[src/logic/bcpf_pkg.sv]
// Behaviour
// RL1 - phasing select high decodes 60 degree sensor codes, low decodes 120 degree codes
// RL2 - each valid code turns on one top and one bottom drive of different phases
// RL3 - invalid code without brake: all drives off, fault asserted
// RL4 - invalid code with brake: tops off, bottoms on, fault asserted
// RL5 - valid code, brake, enable high: tops off, bottoms on, no fault
// RL6 - valid code, brake, enable low: tops off, bottoms on, fault asserted
// RL7 - valid code, no brake, enable low: all drives off, fault asserted
// RL8 - overcurrent while running: all bottoms off, fault asserted
// RL9 - fault and top drive outputs are active low
// RL10 - each oscillator cycle start sets the modulation latch, and the current latch unless overcurrent is present
// RL11 - ramp at or above speed command resets modulation latch for the rest of the cycle
// RL12 - modulation gates only the bottom drives, the top stays on
// RL13 - overcurrent resets current latch at once, off until next cycle
// RL14 - at most one conduction pulse per oscillator cycle
// RL15 - fault on invalid code, enable low, overcurrent, undervoltage or overtemperature
// RL16 - any undervoltage flag: fault, tops off, bottoms held low
// RL17 - outside logic may feed fault back to enable for latched shutdown
// RL18 - brake overrides every other input for the drive outputs; the code puts undervoltage first, bottoms stay low
// RL19 - brake bottoms wait until every top drive is off
// RL20 - overtemperature acts exactly like enable low
// RL21 - forward 60 degree codes run 100, 110, 111, 011, 001, 000
// RL22 - ramp is a free-running counter, cycle start at wrap
package bcpf_pkg;
  localparam int         RAMP_W     = 8;
  localparam logic [7:0] RAMP_LAST  = 8'hff;
  localparam logic [7:0] SPEED_RST  = 8'h80;
  localparam int         ADDR_W     = 4;
  localparam logic [3:0] OFS_SPEED  = 4'h0;
  localparam logic [3:0] OFS_STATUS = 4'h1;
  localparam int         ST_INVALID = 0;
  localparam int         ST_DISABLE = 1;
  localparam int         ST_OVERCUR = 2;
  localparam int         ST_UNDERV  = 3;
  localparam int         ST_PWM     = 4;
  localparam int         ST_CURLIM  = 5;
  localparam int         ST_BRAKE   = 6;
  localparam int         ST_FAULT   = 7;
  localparam int         PIN_W      = 12;
  localparam logic [2:0] TOP_OFF_B  = 3'h7;
  localparam logic [2:0] LOW_OFF    = 3'h0;
  localparam logic [2:0] LOW_ALL    = 3'h7;
endpackage : bcpf_pkg

[src/logic/bcpf_sync.sv]
`timescale 1ns/1ps
`default_nettype none
module bcpf_sync #(
  parameter int W = 12
) (
  // clock and reset
  input  wire logic         sys_clk,
  input  wire logic         rst_b,
  // pins in, synchronised out
  input  wire logic [W-1:0] pinIn,
  output logic      [W-1:0] pinOut
);
  logic [W-1:0] stage1_q;
  logic [W-1:0] stage2_q;

  // two flops per pin, the first read only by the second
  always_ff @(posedge sys_clk) begin
    if (!rst_b) begin
      stage1_q <= '0;
      stage2_q <= '0;
    end else begin
      stage1_q <= pinIn;
      stage2_q <= stage1_q;
    end
  end

  assign pinOut = stage2_q;
endmodule : bcpf_sync
`default_nettype wire

[src/logic/bcpf_decoder.sv]
`timescale 1ns/1ps
`default_nettype none
module bcpf_decoder (
  // sensor code and mode
  input  wire logic [2:0] sensorCode,
  input  wire logic       phase60,
  input  wire logic       forward,
  // decoded selection, active high, bit 0 is phase a
  output logic            codeValid,
  output logic      [2:0] topSel,
  output logic      [2:0] bottomSel
);
  function automatic logic [2:0] topPhase(input logic [2:0] step);
    unique case (step)
      3'h0, 3'h5: topPhase = 3'h1;
      3'h1, 3'h2: topPhase = 3'h2;
      default:    topPhase = 3'h4;
    endcase
  endfunction : topPhase

  function automatic logic [2:0] bottomPhase(input logic [2:0] step);
    unique case (step)
      3'h0, 3'h1: bottomPhase = 3'h4;
      3'h2, 3'h3: bottomPhase = 3'h1;
      default:    bottomPhase = 3'h2;
    endcase
  endfunction : bottomPhase

  logic [2:0] step;

  // code to commutation step
  always_comb begin
    step      = 3'h0;
    codeValid = 1'b1;
    if (phase60) begin // RL1
      unique case (sensorCode) // RL21
        3'b100:  step = 3'h0;
        3'b110:  step = 3'h1;
        3'b111:  step = 3'h2;
        3'b011:  step = 3'h3;
        3'b001:  step = 3'h4;
        3'b000:  step = 3'h5;
        default: codeValid = 1'b0;
      endcase
    end else begin
      unique case (sensorCode)
        3'b100:  step = 3'h0;
        3'b110:  step = 3'h1;
        3'b010:  step = 3'h2;
        3'b011:  step = 3'h3;
        3'b001:  step = 3'h4;
        3'b101:  step = 3'h5;
        default: codeValid = 1'b0;
      endcase
    end
  end

  // reverse swaps top and bottom phases
  always_comb begin
    topSel    = 3'h0;
    bottomSel = 3'h0;
    if (codeValid) begin // RL2
      topSel    = forward ? topPhase(step) : bottomPhase(step);
      bottomSel = forward ? bottomPhase(step) : topPhase(step);
    end
  end
endmodule : bcpf_decoder
`default_nettype wire

[src/logic/bcpf_commutator.sv]
// Decided for this implementation: strobed register access and the address map.
`timescale 1ns/1ps
`default_nettype none
module bcpf_commutator (
  // clock and reset
  input  wire logic                       sys_clk,
  input  wire logic                       rst_b,
  // rotor sensors and mode pins
  input  wire logic                       rotorSensorA,
  input  wire logic                       rotorSensorB,
  input  wire logic                       rotorSensorC,
  input  wire logic                       phaseSelect60,
  input  wire logic                       forwardSel,
  input  wire logic                       outputEnable,
  input  wire logic                       brake,
  // protection flags
  input  wire logic                       overCurrent,
  input  wire logic                       underVoltLogic,
  input  wire logic                       underVoltLowSideDriverSupply,
  input  wire logic                       underVoltReference,
  input  wire logic                       overTemp,
  // register port
  input  wire logic [bcpf_pkg::ADDR_W-1:0] regAddr,
  input  wire logic [7:0]                 regWrData,
  input  wire logic                       regWrStrobe,
  input  wire logic                       regRdStrobe,
  output logic      [7:0]                 regRdData,
  // drive outputs
  output logic                            highSideDriveA_b,
  output logic                            highSideDriveB_b,
  output logic                            highSideDriveC_b,
  output logic                            lowSideDriveA,
  output logic                            lowSideDriveB,
  output logic                            lowSideDriveC,
  output logic                            fault_b
);
  logic [bcpf_pkg::PIN_W-1:0]  pinRaw;
  logic [bcpf_pkg::PIN_W-1:0]  pinSync;
  logic [2:0]                  sensorCode;
  logic                        phase60;
  logic                        fwd;
  logic                        enPin;
  logic                        brakeS;
  logic                        ocS;
  logic [2:0]                  uvS;
  logic                        otS;
  logic                        codeValid;
  logic [2:0]                  topSel;
  logic [2:0]                  bottomSel;
  logic                        enEff;
  logic                        uvAny;
  logic                        cycleStart;
  logic [bcpf_pkg::RAMP_W-1:0] rampCnt_q;
  logic [7:0]                  speed_q;
  logic                        pwmLatch_q;
  logic                        curLatch_q;
  logic [2:0]                  highSide_b_q;
  logic [2:0]                  highSide_b_d;
  logic [2:0]                  lowSide_q;
  logic [2:0]                  lowSide_d;
  logic                        fault_b_q;
  logic                        fault_b_d;
  logic [7:0]                  status;
  logic [7:0]                  rdData_q;
  logic                        gate;
  logic                        gatePrev_q;
  logic [1:0]                  pulseCnt_q;

  // pin synchronisers
  assign pinRaw = {rotorSensorA, rotorSensorB, rotorSensorC, phaseSelect60, forwardSel, outputEnable,
                   brake, overCurrent, underVoltLogic, underVoltLowSideDriverSupply, underVoltReference,
                   overTemp};

  bcpf_sync #(
    .W (bcpf_pkg::PIN_W)
  ) uSync (
    .sys_clk (sys_clk),
    .rst_b   (rst_b),
    .pinIn   (pinRaw),
    .pinOut  (pinSync)
  );

  assign sensorCode = pinSync[11:9];
  assign phase60    = pinSync[8];
  assign fwd        = pinSync[7];
  assign enPin      = pinSync[6];
  assign brakeS     = pinSync[5];
  assign ocS        = pinSync[4];
  assign uvS        = pinSync[3:1];
  assign otS        = pinSync[0];

  // commutation decode
  bcpf_decoder uDecoder (
    .sensorCode (sensorCode),
    .phase60    (phase60),
    .forward    (fwd),
    .codeValid  (codeValid),
    .topSel     (topSel),
    .bottomSel  (bottomSel)
  );

  assign enEff = enPin & ~otS; // RL20
  assign uvAny = |uvS;

  // ramp oscillator
  always_ff @(posedge sys_clk) begin
    if (!rst_b) begin
      rampCnt_q <= '0;
    end else begin
      rampCnt_q <= rampCnt_q + 8'h01; // RL22
    end
  end

  assign cycleStart = (rampCnt_q == bcpf_pkg::RAMP_LAST); // RL22

  // modulation latch
  always_ff @(posedge sys_clk) begin
    if (!rst_b) begin
      pwmLatch_q <= 1'b0;
    end else if (cycleStart) begin
      pwmLatch_q <= 1'b1; // RL10
    end else if (rampCnt_q >= speed_q) begin
      pwmLatch_q <= 1'b0; // RL11
    end
  end

  // current latch, a trip beats the cycle start
  always_ff @(posedge sys_clk) begin
    if (!rst_b) begin
      curLatch_q <= 1'b0;
    end else if (ocS) begin
      curLatch_q <= 1'b0; // RL13
    end else if (cycleStart) begin
      curLatch_q <= 1'b1; // RL10
    end
  end

  assign gate = pwmLatch_q & curLatch_q; // RL14

  // drive decision
  always_comb begin
    highSide_b_d = bcpf_pkg::TOP_OFF_B;
    lowSide_d    = bcpf_pkg::LOW_OFF;
    fault_b_d    = ~(~codeValid | ~enEff | ocS | uvAny); // RL15
    if (uvAny) begin
      lowSide_d = bcpf_pkg::LOW_OFF; // RL16
    end else if (brakeS) begin // RL18
      if (highSide_b_q == bcpf_pkg::TOP_OFF_B) begin
        lowSide_d = bcpf_pkg::LOW_ALL; // RL19 RL4 RL5 RL6
      end
    end else if (codeValid && enEff) begin
      highSide_b_d = ~topSel; // RL2 RL12
      if (gate && !ocS) begin
        lowSide_d = bottomSel; // RL8 RL11 RL13
      end
    end
  end

  // output flops, tops and fault low when active
  always_ff @(posedge sys_clk) begin
    if (!rst_b) begin
      highSide_b_q <= bcpf_pkg::TOP_OFF_B;
      lowSide_q    <= bcpf_pkg::LOW_OFF;
      fault_b_q    <= 1'b0;
    end else begin
      highSide_b_q <= highSide_b_d; // RL9
      lowSide_q    <= lowSide_d;
      fault_b_q    <= fault_b_d; // RL9
    end
  end

  assign highSideDriveA_b = highSide_b_q[0];
  assign highSideDriveB_b = highSide_b_q[1];
  assign highSideDriveC_b = highSide_b_q[2];
  assign lowSideDriveA    = lowSide_q[0];
  assign lowSideDriveB    = lowSide_q[1];
  assign lowSideDriveC    = lowSide_q[2];
  assign fault_b          = fault_b_q;

  // speed command register
  always_ff @(posedge sys_clk) begin
    if (!rst_b) begin
      speed_q <= bcpf_pkg::SPEED_RST;
    end else if (regWrStrobe && regAddr == bcpf_pkg::OFS_SPEED) begin
      speed_q <= regWrData;
    end
  end

  // status and read data
  always_comb begin
    status                       = 8'h00;
    status[bcpf_pkg::ST_INVALID] = ~codeValid;
    status[bcpf_pkg::ST_DISABLE] = ~enEff;
    status[bcpf_pkg::ST_OVERCUR] = ocS;
    status[bcpf_pkg::ST_UNDERV]  = uvAny;
    status[bcpf_pkg::ST_PWM]     = pwmLatch_q;
    status[bcpf_pkg::ST_CURLIM]  = curLatch_q;
    status[bcpf_pkg::ST_BRAKE]   = brakeS;
    status[bcpf_pkg::ST_FAULT]   = ~fault_b_q;
  end

  always_ff @(posedge sys_clk) begin
    if (!rst_b) begin
      rdData_q <= 8'h00;
    end else if (regRdStrobe) begin
      unique case (regAddr)
        bcpf_pkg::OFS_SPEED:  rdData_q <= speed_q;
        bcpf_pkg::OFS_STATUS: rdData_q <= status;
        default:              rdData_q <= 8'h00;
      endcase
    end else begin
      rdData_q <= 8'h00;
    end
  end

  assign regRdData = rdData_q;

  // conduction pulses per cycle, checking aid
  always_ff @(posedge sys_clk) begin
    if (!rst_b) begin
      gatePrev_q <= 1'b0;
      pulseCnt_q <= 2'h0;
    end else begin
      gatePrev_q <= gate;
      if (cycleStart) begin
        pulseCnt_q <= 2'h0;
      end else if (gate && !gatePrev_q && pulseCnt_q != 2'h3) begin
        pulseCnt_q <= pulseCnt_q + 2'h1;
      end
    end
  end
endmodule : bcpf_commutator
`default_nettype wire

[config.mk]
export PLATFORM = sky130hd
export DESIGN_NAME = bcpf_commutator
export DESIGN_NICKNAME = d
export VERILOG_FILES = /design/src/logic/bcpf_pkg.sv /design/src/logic/bcpf_sync.sv /design/src/logic/bcpf_decoder.sv /design/src/logic/bcpf_commutator.sv
export SDC_FILE = /design/constraint.sdc
export NUM_CORES = 1
export LEC_CHECK = 0
export BUFFER_PORTS_ARGS = -buffer_cell sky130_fd_sc_hd__buf_2
export CORE_MARGIN = 4
export CORE_UTILIZATION = 30
export DETAILED_ROUTE_END_ITERATION = 12
export SLEW_MARGIN = 10
export SYNTH_ARGS = -nofsm -noshare
export SYNTH_HDL_FRONTEND = slang
export SYNTH_SLANG_ARGS = --single-unit
[constraint.sdc]
create_clock -name sys_clk -period 1.37 [get_ports sys_clk]
set_input_delay 0.274 -clock sys_clk [delete_from_list [all_inputs] [get_ports sys_clk]]
set_output_delay 0.274 -clock sys_clk [all_outputs]
set_load 0.01 [all_outputs]
==> impl_metrics.csv <==
group,metric,value,unit
status,failed_checks,"negative setup slack",
drt,route.detailed.drc,0,
drt,final_antenna_net_count,0,
critical_path,critPathArrivalTime,1.72,ns
yosys,synth_area_per_cell,9.71,um^2
timing,final.setup.worst_slack,-0.0862,ns
timing,slew_viol_final,0,
finish,syn_to_final_growth,30.0,%
yosys,ys_seq_area_share,50.6,%
yosys,ys_warn_count,0,
cts,postCtsHoldBufs,0,
drt,wl_per_cell,11.3,um
pwr,vdd_drop_max,510,uV
critical_path,worstPathRequired,1.63,ns
yosys,ys_ff_latch,57,
floorplan,core_area,0.00729,mm^2
grt,grt_pass1_wl,7.36,mm
grt,antenna_found_initial,0,
timing,min_period,1.46,ns
yosys,yosys.area.top_type_share,50.6,%
timing,min_period_over_period,106,%
yosys,synth_commonest_cells,"dfxtp_1, and2_1, nand2_1",
cts,cts_buffer_depth,2,
cts,clkTransAtPathRegs,0.06,ns
drt,vias,1727,
worst_hold_path,hp-class,"primary input to flop",
yosys,syn_nets,269,
yosys,synth_top_family_by_area,"simple AND/OR/NAND/NOR gates",
critical_path,cpPeakStageDelay,0.44,ns
critical_path,crit_type,"flop to flop",
yosys,synth-adder-area-share,5.00,%
placed_design,dp_slack,-0.0677,ns
critical_path,cp-start-kind,"flop",
yosys,async_flop_share,0,%
critical_path,critPathBufInv,0,
finish,diodes,0,
grt,grt_max_degree,44,
grt,grt_use_total,10.9,%
finish,nets,330,
placed_design,gp_congestion,0.773,
floorplan,die_w,94.7,um
floorplan,dieArea,0.00896,mm^2
yosys,synth-xor-area-share,2.28,%
timing,rsz0062_at_grt,"yes",
yosys,synth-compound-area-share,11.2,%
yosys,synth.most_common_cell,"dfxtp_1",
critical_path,critPathSlowestCell,"or4_4",
cts,clock_sinks,57,
drt,totalWireLength,4.47,mm
cts,htreeDepth,3,
yosys,dominantRegCellSynth,"dfxtp_1",
cts,clockRootBuffer,"clkbuf_8",
grt,first_global_vias,1631,
placed_design,post-dp-hpwl,3.27,mm
placed_design,portBuffers,42,
yosys,syn_inst,232,
cts,clk_latency,0.33,ns
finish,drive_gt1_share,31.9,%
timing,max_freq,687,MHz
drt,dr.pass1.iters,4,
critical_path,critPathTopFamily,"simple AND/OR/NAND/NOR gates",
cts,numCtsBuffers,9,
timing,skew,0.00875,ns
yosys,yosys.area_share.simple,24.8,%
timing,hold-worst-slack,0.140,ns
yosys,syn-cell-area,0.00225,mm^2
timing,slew_headroom,74.1,%
critical_path,crit_fanout,4,
floorplan,pin_count,43,
timing,setup_viol,3,
drt,first_iter_violations,61,
timing,worstMarginPinSlew,0.386,ns
worst_hold_path,hold_depth,2,
finish,fill_cells,760,
grt,overflow,0,
yosys,synth_area_leaders,"dfxtp_1, and2_1, ha_1",
status,run_status,"complete, but fails checks",
floorplan,fp.dieH,94.7,um
yosys,netlist-cell-type-count,41,
yosys,synth_mux_area_share,2.22,%
floorplan,rows,31,
critical_path,crit_cells,4,
pwr,p_leak,0.00125,uW
pwr,power_density,1210,mW/mm^2
yosys,synth_edf_count,0,
critical_path,ff2ff_path_depth,4,
drt,drt-vias-per-instance,4.35,
flow_run,max-cap-violations,0,
critical_path,path_cells,"nor4b_4 > nand3b_4 > or4_4 > o21ai_1",
yosys,synth_top_area_cell,"dfxtp_1",
critical_path,end_kind,"flop",
cts,cts_tree,"built",
timing,hold_viol_final,0,
floorplan,start_util,30.9,%
-- layout make-up --
class,count,area [um^2],share of cell area [%]
timing repair buffer,58,330,11.3
tap,99,124,4.23
clock buffer,11,151,5.17
clock inverter,5,53.8,1.84
multi-input combinational,154,1070,36.6
sequential,57,1150,39.2
inverter,13,48.8,1.67
-- logic make-up (layout without fill, tap and decap cells) --
group                      count (synthesis)  count (layout)
AOI/OAI and AO/OA                         39              39
xor gates and xnor gates                   5               5
adders and majority gates                  9               9
buffers and inverters                     21              87
DFF                                       57              57
muxes                                      5               5
and+or+nand+nor                           96              96
-- power by group --
| part | total (uW) | leakage [uW] | switching, uW | internal (uW) |
|---|---|---|---|---|
| clock | 1570 | 0.000109 | 639 | 931 |
| combinational | 238 | 0.000672 | 108 | 130 |
| sequential | 1740 | 0.000468 | 33.3 | 1710 |
| total | 3550 | 0.00125 | 780 | 2770 |
-- per-stage QoR --
step                      total power [uW]  area, um^2  cells  setup TNS (ns)  utilization [%]
final                                 3550        2930    397          -0.218             40.2
after floorplan                       1910        2280    232         -0.0156                -
after global placement                2000        2680    379          -0.120             36.7
after CTS                             3600        2890    396          -0.209             39.7
after detailed placement              2010        2680    379          -0.256             36.7
after global routing                  3700        2930    397          -0.873             40.2
-- cells in the final DEF, fill, tap and decap left out, types with 6 or more instances in the layout --
cell	count
a21boi_0	9
a22oi_1	6
and2_1	29
buf_2	42
buf_4	16
clkbuf_8	11
dfxtp_1	51
dfxtp_2	6
ha_1	9
inv_1	13
nand2_1	18
nand3_1	13
nor2_1	9
o21ai_0	8
-- final timing paths --
kind                          start                  to  slack, ns
setup / recovery    uSync.pinOut[3]        lowSide_q[1]      -0.09
hold / removal         rotorSensorA  uSync.stage1_q[11]       0.14
setup reg to reg    uSync.pinOut[3]        lowSide_q[1]      -0.09
hold reg to reg   uSync.stage1_q[3]     uSync.pinOut[3]       0.43
-- flip-flops by register name, summed over array words and instances, names as in the netlist --
signal	cells
uSync.pinOut	12
uSync.stage1_q	12
rampCnt_q	8
regRdData	8
speed_q	8
highSide_b_q	3
lowSide_q	3
curLatch_q	1
fault_b	1
pwmLatch_q	1
-- metal layers --
layer	global-route usage (%)	vias up	wire (um)	part of all wire, %
met1	13.4	756	2110	47
met5	0	-	0	0
met3	4.54	14	310	6.9
met2	15.4	45	1900	43
li1	-	912	-	-
met4	6.97	0	141	3.2
-- repair_timing --
| action | 4_1_cts | 5_1_grt |
|---|---|---|
| pin swaps | 2 | 3 |
| setup endpoints to repair | 4 | 8 |
| resized for setup | 1 | 11 |
| setup buffers | 1 | 1 |
Power figures use the tool's default switching activity.
